===== src/include/ras_params.svh =====
// Constants for the return address stack
`ifndef RAS_PARAMS_SVH
`define RAS_PARAMS_SVH
`define RAS_ADDR_W 12
`define RAS_IDX_W 4
`define RAS_SLOTS 5
`define RAS_IDX_EMPTY 4'h5
`define RAS_IDX_ONE 4'h1
`define RAS_PAGE_BIT 11
`define RAS_ADDR_ZERO 12'h000
`define RAS_WORD_ZERO 16'h0000
`endif


===== src/include/ras_pkg.sv =====
// Types for the return address stack
`include "ras_params.svh"
package ras_pkg;
  typedef enum logic [3:0] {
    OP_NONE, OP_CALL, OP_INT_ACK, OP_RET, OP_RET_SKIP, OP_INT_RET,
    OP_TABLE_FETCH, OP_PUSH_AR, OP_POP_AR, OP_IDX_WRITE
  } stack_op_t;
  typedef struct packed {
    stack_op_t op;
    logic [`RAS_ADDR_W-1:0] ret_addr;
    logic [`RAS_ADDR_W-1:0] table_addr_reg;
    logic [`RAS_IDX_W-1:0] idx_wdata;
  } stack_req_t;
endpackage


===== src/hdl/ras_slots.sv =====
// Storage slots of the return address stack
`timescale 1ns/10ps
`include "ras_params.svh"
module ras_slots (
  input wire logic clk,
  input wire logic rst_n,
  input wire logic wr_en,
  input wire logic [`RAS_IDX_W-1:0] wr_idx,
  input wire logic [`RAS_ADDR_W-1:0] wr_data,
  input wire logic [`RAS_IDX_W-1:0] rd_idx,
  output logic [`RAS_ADDR_W-1:0] rd_data
);
  logic [`RAS_ADDR_W-1:0] slot_q [`RAS_SLOTS];
  // ----------------------------------------------------------------
  // Slot array
  // ----------------------------------------------------------------
  genvar g;
  generate
    for (g = 0; g < `RAS_SLOTS; g++) begin : gen_slot
      always_ff @(posedge clk or negedge rst_n) begin
        if (!rst_n) begin
          slot_q[g] <= `RAS_ADDR_ZERO;
        end else if (wr_en && wr_idx == (`RAS_IDX_W)'(g)) begin
          slot_q[g] <= wr_data;
        end
      end
    end
  endgenerate
  // Index five and above have no storage; reads give zero (undefined)
  always_comb begin
    if (rd_idx < `RAS_SLOTS) begin
      rd_data = slot_q[rd_idx[2:0]];
    end else begin
      rd_data = `RAS_ADDR_ZERO;
    end
  end
endmodule


===== src/hdl/return_address_stack.sv =====
// Return address stack with 4-bit index and program counter
//
// Contract
// - Five 12-bit return slots indexed 0..4; index 5 has no storage.
// - Stack index is a 4-bit counter selecting the slot.
// - Software reads and writes the stack index directly.
// - Call: decrement index, then store return address at new index.
// - Returns load program counter from slot, then increment index.
// - Interrupt acknowledge: decrement index, store interrupted address.
// - Table fetch pushes, reads program word, restores counter, pops.
// - Push address register: decrement, store address register in slot.
// - Pop address register: load it from slot, then increment.
// - Depth is five; reading slot at index 5 gives undefined.
// - Program counter is 12 bits; its top bit selects the page.
`timescale 1ns/10ps
`include "ras_params.svh"
module return_address_stack (
  input wire logic clk,
  input wire logic rst_n,
  input wire logic clk_stop_reset,
  input wire logic chip_enable_reset,
  input wire ras_pkg::stack_req_t req,
  input wire logic [15:0] prog_word,
  output logic [`RAS_IDX_W-1:0] stack_index,
  output logic [`RAS_ADDR_W-1:0] pc,
  output logic pc_load,
  output logic pc_page,
  output logic [`RAS_ADDR_W-1:0] table_addr_reg,
  output logic table_addr_load,
  output logic [`RAS_ADDR_W-1:0] prog_addr,
  output logic [15:0] table_read_buffer,
  output logic table_busy
);
  // ----------------------------------------------------------------
  // State
  // ----------------------------------------------------------------
  typedef enum logic [1:0] {TF_IDLE, TF_FETCH, TF_RESTORE} tf_state_t;
  tf_state_t tf_q;
  logic [`RAS_IDX_W-1:0] stack_index_q;
  logic [`RAS_IDX_W-1:0] dec_idx;
  logic [`RAS_IDX_W-1:0] inc_idx;
  logic wr_en;
  logic [`RAS_ADDR_W-1:0] wr_data;
  logic [`RAS_ADDR_W-1:0] rd_data;
  logic soft_reset;
  logic is_push;
  logic is_pop;

  assign soft_reset = clk_stop_reset | chip_enable_reset;
  assign dec_idx = stack_index_q - `RAS_IDX_ONE;
  assign inc_idx = stack_index_q + `RAS_IDX_ONE;
  assign is_push = tf_q == TF_IDLE &&
    (req.op == ras_pkg::OP_CALL || req.op == ras_pkg::OP_INT_ACK ||
     req.op == ras_pkg::OP_TABLE_FETCH || req.op == ras_pkg::OP_PUSH_AR);
  assign is_pop = tf_q == TF_IDLE &&
    (req.op == ras_pkg::OP_RET || req.op == ras_pkg::OP_RET_SKIP ||
     req.op == ras_pkg::OP_INT_RET || req.op == ras_pkg::OP_POP_AR);

  // ----------------------------------------------------------------
  // Slot write path: pushes store at the decremented index
  // ----------------------------------------------------------------
  assign wr_en = is_push;
  always_comb begin
    if (req.op == ras_pkg::OP_PUSH_AR) begin
      wr_data = req.table_addr_reg;
    end else begin
      wr_data = req.ret_addr;
    end
  end

  ras_slots u_slots (
    .clk(clk),
    .rst_n(rst_n),
    .wr_en(wr_en),
    .wr_idx(dec_idx),
    .wr_data(wr_data),
    .rd_idx(stack_index_q),
    .rd_data(rd_data)
  );

  // ----------------------------------------------------------------
  // Stack index
  // ----------------------------------------------------------------
  always_ff @(posedge clk or negedge rst_n) begin
    if (!rst_n) begin
      stack_index_q <= `RAS_IDX_EMPTY;
    end else if (soft_reset) begin
      stack_index_q <= `RAS_IDX_EMPTY;
    end else if (tf_q == TF_IDLE && req.op == ras_pkg::OP_IDX_WRITE) begin
      stack_index_q <= req.idx_wdata;
    end else if (is_push) begin
      stack_index_q <= dec_idx;
    end else if (is_pop || tf_q == TF_RESTORE) begin
      stack_index_q <= inc_idx;
    end
  end
  assign stack_index = stack_index_q;

  // ----------------------------------------------------------------
  // Table fetch sequence
  // ----------------------------------------------------------------
  // Two extra cycles so the pushed slot is written before it is read
  always_ff @(posedge clk or negedge rst_n) begin
    if (!rst_n) begin
      tf_q <= TF_IDLE;
    end else if (soft_reset) begin
      tf_q <= TF_IDLE;
    end else begin
      unique case (tf_q)
        TF_IDLE: begin
          if (req.op == ras_pkg::OP_TABLE_FETCH) begin
            tf_q <= TF_FETCH;
          end
        end
        TF_FETCH: begin
          tf_q <= TF_RESTORE;
        end
        TF_RESTORE: begin
          tf_q <= TF_IDLE;
        end
        default: begin
          tf_q <= TF_IDLE;
        end
      endcase
    end
  end

  always_ff @(posedge clk or negedge rst_n) begin
    if (!rst_n) begin
      prog_addr <= `RAS_ADDR_ZERO;
      table_read_buffer <= `RAS_WORD_ZERO;
      table_busy <= 1'b0;
    end else begin
      table_busy <= (tf_q == TF_IDLE && !soft_reset &&
                     req.op == ras_pkg::OP_TABLE_FETCH) ||
                    (tf_q == TF_FETCH && !soft_reset);
      if (tf_q == TF_IDLE && req.op == ras_pkg::OP_TABLE_FETCH) begin
        prog_addr <= req.table_addr_reg;
      end
      if (tf_q == TF_FETCH) begin
        table_read_buffer <= prog_word;
      end
    end
  end

  // ----------------------------------------------------------------
  // Program counter and address register restore
  // ----------------------------------------------------------------
  always_ff @(posedge clk or negedge rst_n) begin
    if (!rst_n) begin
      pc <= `RAS_ADDR_ZERO;
      pc_page <= 1'b0;
      pc_load <= 1'b0;
    end else if (soft_reset) begin
      pc <= `RAS_ADDR_ZERO;
      pc_page <= 1'b0;
      pc_load <= 1'b0;
    end else if ((is_pop && req.op != ras_pkg::OP_POP_AR) ||
                 tf_q == TF_RESTORE) begin
      pc <= rd_data;
      pc_page <= rd_data[`RAS_PAGE_BIT];
      pc_load <= 1'b1;
    end else begin
      pc_load <= 1'b0;
    end
  end

  always_ff @(posedge clk or negedge rst_n) begin
    if (!rst_n) begin
      table_addr_reg <= `RAS_ADDR_ZERO;
      table_addr_load <= 1'b0;
    end else begin
      table_addr_load <= is_pop && req.op == ras_pkg::OP_POP_AR && !soft_reset;
      if (is_pop && req.op == ras_pkg::OP_POP_AR) begin
        table_addr_reg <= rd_data;
      end
    end
  end

  // ----------------------------------------------------------------
  // Checks
  // ----------------------------------------------------------------
  a_push_decrements: assert property (@(posedge clk) disable iff (!rst_n)
    is_push && !soft_reset |=>
    stack_index_q == $past(stack_index_q) - `RAS_IDX_ONE)
    else $error("push did not decrement index");
  a_pop_increments: assert property (@(posedge clk) disable iff (!rst_n)
    is_pop && !soft_reset |=>
    stack_index_q == $past(stack_index_q) + `RAS_IDX_ONE)
    else $error("pop did not increment index");
  a_soft_reset_empty: assert property (@(posedge clk) disable iff (!rst_n)
    soft_reset |=> stack_index_q == `RAS_IDX_EMPTY)
    else $error("index not empty after reset");
  a_call_ret_pair: assert property (@(posedge clk) disable iff (!rst_n)
    (req.op == ras_pkg::OP_CALL && tf_q == TF_IDLE && !soft_reset &&
     stack_index_q inside {[4'h1:4'h5]}) ##1
    (req.op == ras_pkg::OP_RET && !soft_reset) |=>
    pc_load && pc == $past(req.ret_addr, 2))
    else $error("return did not restore call address");
  a_pushar_popar: assert property (@(posedge clk) disable iff (!rst_n)
    (req.op == ras_pkg::OP_PUSH_AR && tf_q == TF_IDLE && !soft_reset &&
     stack_index_q inside {[4'h1:4'h5]}) ##1
    (req.op == ras_pkg::OP_POP_AR && !soft_reset) |=>
    table_addr_load && table_addr_reg == $past(req.table_addr_reg, 2))
    else $error("pop did not return pushed address");
  a_table_restore: assert property (@(posedge clk) disable iff (!rst_n)
    (req.op == ras_pkg::OP_TABLE_FETCH && tf_q == TF_IDLE && !soft_reset &&
     stack_index_q inside {[4'h1:4'h5]}) ##1 !soft_reset ##1 !soft_reset
    |=> pc_load && pc == $past(req.ret_addr, 3) &&
    stack_index_q == $past(stack_index_q, 3))
    else $error("table fetch did not restore counter");
  a_table_buffer: assert property (@(posedge clk) disable iff (!rst_n)
    tf_q == TF_FETCH |=> table_read_buffer == $past(prog_word))
    else $error("table word not captured");
  a_idx_write: assert property (@(posedge clk) disable iff (!rst_n)
    tf_q == TF_IDLE && !soft_reset && req.op == ras_pkg::OP_IDX_WRITE
    |=> stack_index == $past(req.idx_wdata))
    else $error("index write lost");
  a_page_bit: assert property (@(posedge clk) disable iff (!rst_n)
    pc_load |-> pc_page == pc[`RAS_PAGE_BIT])
    else $error("page bit mismatch");
  c_call: cover property (@(posedge clk) disable iff (!rst_n)
    is_push && req.op == ras_pkg::OP_CALL);
  c_int_return: cover property (@(posedge clk) disable iff (!rst_n)
    is_pop && req.op == ras_pkg::OP_INT_RET);
  c_table: cover property (@(posedge clk) disable iff (!rst_n)
    tf_q == TF_RESTORE);
  c_full: cover property (@(posedge clk) disable iff (!rst_n)
    stack_index_q == 4'h0);
endmodule


===== config.mk =====
export PLATFORM = sky130hd
export DESIGN_NAME = return_address_stack
export DESIGN_NICKNAME = d
export VERILOG_FILES = /design/src/include/ras_pkg.sv /design/src/hdl/ras_slots.sv /design/src/hdl/return_address_stack.sv
export VERILOG_INCLUDE_DIRS = /design/src /design/src/include
export SDC_FILE = /design/constraint.sdc
export NUM_CORES = 1
export LEC_CHECK = 0
export BUFFER_PORTS_ARGS = -buffer_cell sky130_fd_sc_hd__buf_2
export CAP_MARGIN = 15
export CELL_PAD_IN_SITES_DETAIL_PLACEMENT = 0
export CELL_PAD_IN_SITES_GLOBAL_PLACEMENT = 2
export CORE_AREA = 2 2 127 129
export CTS_CLUSTER_DIAMETER = 80
export DETAILED_ROUTE_END_ITERATION = 12
export DIE_AREA = 0 0 129 131
export GPL_ROUTABILITY_DRIVEN = 0
export PLACE_DENSITY_LB_ADDON = 0.1
export SLEW_MARGIN = 20
export SYNTH_ARGS = -nofsm -noshare
export SYNTH_HDL_FRONTEND = slang
export SYNTH_SLANG_ARGS = --single-unit

===== constraint.sdc =====
create_clock -name clk -period 3.2 [get_ports clk]
set_input_delay 0.48 -clock clk [delete_from_list [all_inputs] [get_ports clk]]
set_output_delay 0.48 -clock clk [all_outputs]
set_load 0.02 [all_outputs]

==> flow_summary.json, run 1 <==
{
  "status": "finished clean",
  "crit_slowest_cell": "dfstp_2",
  "final_common_cell": "dfrtp_1",
  "cts.path.max_buffers": 2,
  "setup_ws_ns": 0.807,
  "start_util_pct": 35.1,
  "port-buffer-count": 111,
  "worstPathRequired_ns": 3.52,
  "vias": 3985,
  "largest_reg_flops": 60,
  "p_switching_mw": 1.25,
  "wl_per_cell_um": 16.0,
  "slew_violations": 0,
  "final_layout_size_suffix_gt1_share_pct": 34.6,
  "setup_viol": 0,
  "fin_setup_tns_ns": 0,
  "cts_root_buf": "clkbuf_16",
  "leakagePower_nw": 3.28,
  "post-place-ws_ns": 0.800,
  "min_period_ns": 2.39,
  "clock_skew_ns": 0.00625,
  "drc_errors": 0,
  "synth_seq_cells": 121,
  "n_antenna_cell": 0,
  "drt_iter0_drc": 167,
  "io_pins": 112,
  "critPathKind": "flip-flop to flip-flop",
  "timing.fmax_ghz": 0.418,
  "layout_common_cells": "dfrtp_1, buf_2, nand2_1",
  "antenna_found_initial": 0,
  "avgSynthCellArea_um2": 11.6,
  "hold_viol": 0,
  "ir_drop_mv": 0.426,
  "grt_pass1_vias": 3919,
  "synth_edf_count": 0,
  "multi_input_area_um2": 2240,
  "rsz0062_at_grt": "false",
  "layout.nets": 641,
  "synthArstFlopShare_pct": 100,
  "holdBufCountCts": 0,
  "power_frac_seq_pct": 42.0,
  "drtPass1Iterations": 5,
  "coreArea_um2": 15600,
  "cts_resized": 0,
  "cts_setup_buffers": 0,
  "regMostFlops": "u_slots.slot_q",
  "worstPathCellList": "inv_1 -> ha_1 -> nor3b_1 -> a31oi_1 -> nor4b_4 -> buf_4 -> nor2_1 -> a21oi_1",
  "critPathLaunchType": "flip-flop",
  "worstPathMaxFanout": 24,
  "cts_tree": "yes",
  "ff_latch_area_um2": 3030,
  "synth_flop_cell": "dfrtp_1",
  "synthCells": 472,
  "power_frac_comb_pct": 16.9,
  "dpl.hpwl_um": 9140,
  "clk_pin_slew_ns": 0.05,
  "final_cells": 812,
  "die_y_um": 131,
  "powerDensity_nw_per_um2": 692,
  "power.internal_mw": 3.49,
  "ys_seq_area_share_pct": 55.3,
  "grt_pass1_wl_um": 21100,
  "grt.overflow.total": 0,
  "max_cap_viol_count": 0,
  "syn_area_um2": 5480,
  "grt_usage_pct": 16.5,
  "dieWidth_um": 129,
  "reg2reg_depth": 8,
  "max_slew_margin_pct": 46.0,
  "area_growth_pct": 24.9,
  "critPathArrivalTime_ns": 2.72,
  "clkPwrFrac_pct": 41.1,
  "worstSkewPairLatency_ns": 0.40,
  "die_area_um2": 16900,
  "fillers": 1528,
  "cts_sinks": 121,
  "ant_nets": 0,
  "grt_max_degree": 58,
  "period_share_pct": 74.8,
  "synth_cell_types": 57,
  "hold_class": "input port to asynchronous set/reset pin",
  "ys.warnings.count": 0,
  "via_per_inst": 4.91,
  "setup.worst_path.end_class": "flip-flop",
  "cts_buffers": 17,
  "rows": 46,
  "cpPeakStageDelay_ns": 0.76,
  "tightest_slew_ns": 0.807,
  "wl_um": 13000,
  "dp_cells": 780,
  "reg.largest.list": "u_slots.slot_q: 60 flops, table_read_buffer: 16 flops",
  "swShare_pct": 26.4,
  "htreeDepth": 4,
  "synth.net_count": 530
}
synth_stat cells, drive strengths merged (8+ instances only):
cell / instances / area share (%)
mux2i: 12 / 2.2
a22o: 12 / 1.9
buf: 24 / 2.8
nand2: 65 / 4.5
a21oi: 13 / 1.2
nor2: 33 / 2.3
o31ai: 12 / 1.6
o21ai: 51 / 4.7
mux4: 12 / 4.9
a22oi: 12 / 1.6
clkbuf: 8 / 0.55
mux2: 28 / 5.8
dfrtp: 119 / 54
worst max-delay path: cells and delay by family (launching register included):
kind | cells | cell delay, ns
flops | 1 | 0.76
simple gates | 3 | 0.49
fa+ha+maj | 1 | 0.34
compound gates | 2 | 0.21
buf+inv | 2 | 0.50
metrics by stage:
| stage | hold slack (ns) | instance area (µm²) | util [%] | power [mW] |
|---|---|---|---|---|
| final | 0.0695 | 6840 | 43.8 | 4.73 |
| after global routing | 0.0944 | 6840 | 43.8 | 5.01 |
| after CTS | 0.0817 | 6840 | 43.8 | 4.80 |
| after detailed placement | 0.461 | 6230 | 39.9 | 2.82 |
| after global placement | 0.456 | 6230 | 39.9 | 2.80 |
| after floorplan | 0.184 | 5480 | - | 2.53 |
final timing paths:
| path | from | end | slack, ns |
|---|---|---|---|
| setup / recovery | stack_index[0] | u_slots.slot_q[0] | 0.81 |
| hold / removal | rst_n | table_addr_reg[11] | 0.07 |
| setup reg to reg | stack_index[0] | u_slots.slot_q[0] | 0.81 |
| hold reg to reg | table_addr_reg[7] | table_addr_reg[7] | 0.47 |
| max in group asynchronous | rst_n | stack_index[2] | 2.38 |
| min in group clk | prog_word[0] | table_read_buffer[0] | 0.30 |
area by class of cell:
class	count	area share, %
clock buffer	25	7.25
clock inverter	7	1.67
inverter	4	0.220
multi-input combinational	315	32.8
sequential	121	44.3
tap	216	3.95
timing repair buffer	124	9.77
cell families (layout without fill, tap and decap cells):
group | after synthesis | in the layout | share of synthesized area [%]
compound gates | 117 | 117 | 13.8
xor+xnor | 2 | 2 | 0.800
fa+ha+maj | 6 | 6 | 1.37
buf+inv | 36 | 160 | 3.66
flops | 121 | 121 | 55.3
mux | 52 | 52 | 12.9
simple gates | 138 | 138 | 12.1
metal layers:
metal,vias up,routed length [µm],GRT usage (%)
met5,-,0,0
met4,0,103,4.22
met3,8,700,4.93
met2,115,5880,26.1
met1,1938,6320,22.5
li1,1924,-,-
power groups by stage:
stage                     registers (mW)  logic (mW)  clock network [mW]
after floorplan                     2.08       0.452                   0
after global placement              2.00       0.799                   0
after detailed placement            2.01       0.812                   0
after CTS                           1.99       0.813                2.00
after global routing                2.03       0.892                2.08
final                               1.99       0.801                1.95
Power figures use the tool's default switching activity.
==> run 2, diff against run 1 <==
--- a/config.mk
+++ b/config.mk
@@ -10,10 +10,10 @@
 export CAP_MARGIN = 15
 export CELL_PAD_IN_SITES_DETAIL_PLACEMENT = 0
 export CELL_PAD_IN_SITES_GLOBAL_PLACEMENT = 2
-export CORE_AREA = 2 2 127 129
+export CORE_AREA = 2 2 134 136
 export CTS_CLUSTER_DIAMETER = 80
 export DETAILED_ROUTE_END_ITERATION = 12
-export DIE_AREA = 0 0 129 131
+export DIE_AREA = 0 0 136 138
 export GPL_ROUTABILITY_DRIVEN = 0
 export PLACE_DENSITY_LB_ADDON = 0.1
 export SLEW_MARGIN = 20
==> constraint.sdc (replaced) <==
create_clock -name clk -period 1.9 [get_ports clk]
set_input_delay 0.285 -clock clk [delete_from_list [all_inputs] [get_ports clk]]
set_output_delay 0.285 -clock clk [all_outputs]
set_load 0.02 [all_outputs]
==> flow_summary.json, run 2 (synthesis gave the netlist of run 1 again) <==
{
  "ant_nets": 0,
  "clk_pin_slew_ns": 0.06,
  "drtPass1Iterations": 4,
  "hold_viol": 0,
  "critPathTopFamily": "simple AND/OR/NAND/NOR gates",
  "swShare_pct": 28.7,
  "placed_area_um2": 6610,
  "p_switching_mw": 2.27,
  "period_share_pct": 101,
  "regMostFlops": "u_slots.slot_q",
  "worstPathCellList": "buf_4 -> or3_1 -> a31oi_1 -> nor4b_4 -> buf_4 -> clkbuf_16 -> nor2_1 -> a21oi_1",
  "cts_sinks": 121,
  "dpl.hpwl_um": 9790,
  "power_frac_seq_pct": 42.4,
  "post-place-ws_ns": -0.0661,
  "worstPathRequired_ns": 2.18,
  "grt_pass1_vias": 4163,
  "wl_um": 14600,
  "coreArea_um2": 17500,
  "min_period_ns": 1.92,
  "fin_setup_tns_ns": -0.0403,
  "dieWidth_um": 136,
  "p_total_mw": 7.91,
  "slew_violations": 0,
  "rows": 49,
  "drt_iter0_drc": 156,
  "violations": "negative setup slack",
  "cts_tree": "yes",
  "cts_root_buf": "clkbuf_16",
  "reg.largest.list": "u_slots.slot_q: 60 flops, table_read_buffer: 16 flops",
  "port-buffer-count": 111,
  "layout_common_cells": "dfrtp_1, buf_2, nand2_1",
  "start_util_pct": 31.2,
  "worst_hold_slack_ns": 0.106,
  "critPathLaunchType": "flip-flop",
  "status": "finished with violations",
  "die_area_um2": 18800,
  "critical_path_buf_inv_count": 3,
  "leakagePower_nw": 3.53,
  "design_area_um2": 7390,
  "critPathArrivalTime_ns": 2.20,
  "largest_reg_flops": 60,
  "ir_drop_mv": 0.808,
  "area_growth_pct": 34.9,
  "final_layout_size_suffix_gt1_share_pct": 41.8,
  "grt_pass1_wl_um": 22700,
  "power.internal_mw": 5.64,
  "timing.fmax_ghz": 0.521,
  "cts_buffers": 17,
  "worstSkewPairLatency_ns": 0.41,
  "tightest_slew_ns": 0.905,
  "hold_class": "input port to flip-flop",
  "io_pins": 112,
  "drc_errors": 0,
  "setup_viol": 3,
  "htreeDepth": 4,
  "crit_slowest_cell": "dfrtp_1",
  "max_slew_margin_pct": 39.4,
  "setup.worst_path.end_class": "flip-flop",
  "grt_usage_pct": 15.7,
  "setup_ws_ns": -0.0209,
  "vias": 4099,
  "clock_skew_ns": 0.00761,
  "cts.path.max_buffers": 2,
  "cpPeakStageDelay_ns": 0.40,
  "critPathKind": "flip-flop to flip-flop",
  "via_per_inst": 4.72,
  "grt_max_degree": 58,
  "power_frac_comb_pct": 19.6,
  "layout.nets": 684,
  "clkPwrFrac_pct": 38.0,
  "antenna_found_initial": 0,
  "final_common_cell": "dfrtp_1",
  "wl_per_cell_um": 16.8,
  "worstPathMaxFanout": 12,
  "rsz0062_at_grt": "true",
  "max_cap_viol_count": 0,
  "die_y_um": 138,
  "powerDensity_nw_per_um2": 1070,
  "cp_common_cell": "buf_4",
  "n_antenna_cell": 0,
  "grt.overflow.total": 0
}
## run 2: changes by cell type in the layout (fill, tap and decap cells not counted), moves of 4 or more
| cell | change |
|---|---|
| buf_4 | +26 |
| a22oi_1 | -12 |
| a22oi_2 | +12 |
| buf_12 | +9 |
| buf_6 | +4 |
| o21ai_0 | -4 |
| o21ai_1 | +4 |
## run 2: layer usage
metal  part of all wire, %  track usage, %
met5                     0               0
met3                   3.8            3.37
met1                    49            22.4
met4                  0.86            5.10
met2                    46            23.9
## run 2: timing repair
| item | 4_1_cts | 5_1_grt |
|---|---|---|
| hold endpoints to repair | 22 | 0 |
| endpoints found under the setup margin | 24 | 42 |
| hold buffers | 1 | 0 |
| gates resized for setup | 12 | 13 |
| pin swaps | 3 | 8 |
| cloned | 0 | 4 |
| buffers inserted | 2 | 4 |
## run 2: layout make-up
class,instances,area [µm²]
sequential,121,3030
clock buffer,21,450
inverter,4,15.0
clock inverter,11,98.8
fill,1733,10100
tap,229,287
multi-input combinational,315,2330
timing repair buffer,167,1170
## run 2: worst paths after layout
kind,from,to,slack [ns],cells after the start
max in group asynchronous,rst_n,stack_index[0],0.93,3
max reg2reg,stack_index[1],u_slots.slot_q[11],-0.02,8
min reg2reg,table_addr_reg[3],table_addr_reg[3],0.47,2
max,stack_index[1],u_slots.slot_q[11],-0.02,8
min in group asynchronous,rst_n,tf_q[1],0.34,2
min,prog_word[2],table_read_buffer[2],0.11,2
## run 2: power groups by stage
stage / Combinational (mW) / Sequential [mW] / Clock, mW
after floorplan: 0.773 / 3.50 / 0
after global placement: 1.46 / 3.36 / 0
after detailed placement: 1.49 / 3.38 / 0
after CTS: 1.53 / 3.35 / 3.09
after global routing: 1.72 / 3.42 / 3.23
final: 1.55 / 3.36 / 3.01
## run 2: through the flow
stage / utilization (%) / std cells
floorplan: - / 472
global placement: 37.7 / 825
detailed placement: 37.7 / 825
CTS: 41.3 / 860
global route: 42.1 / 868
finish: 42.1 / 868
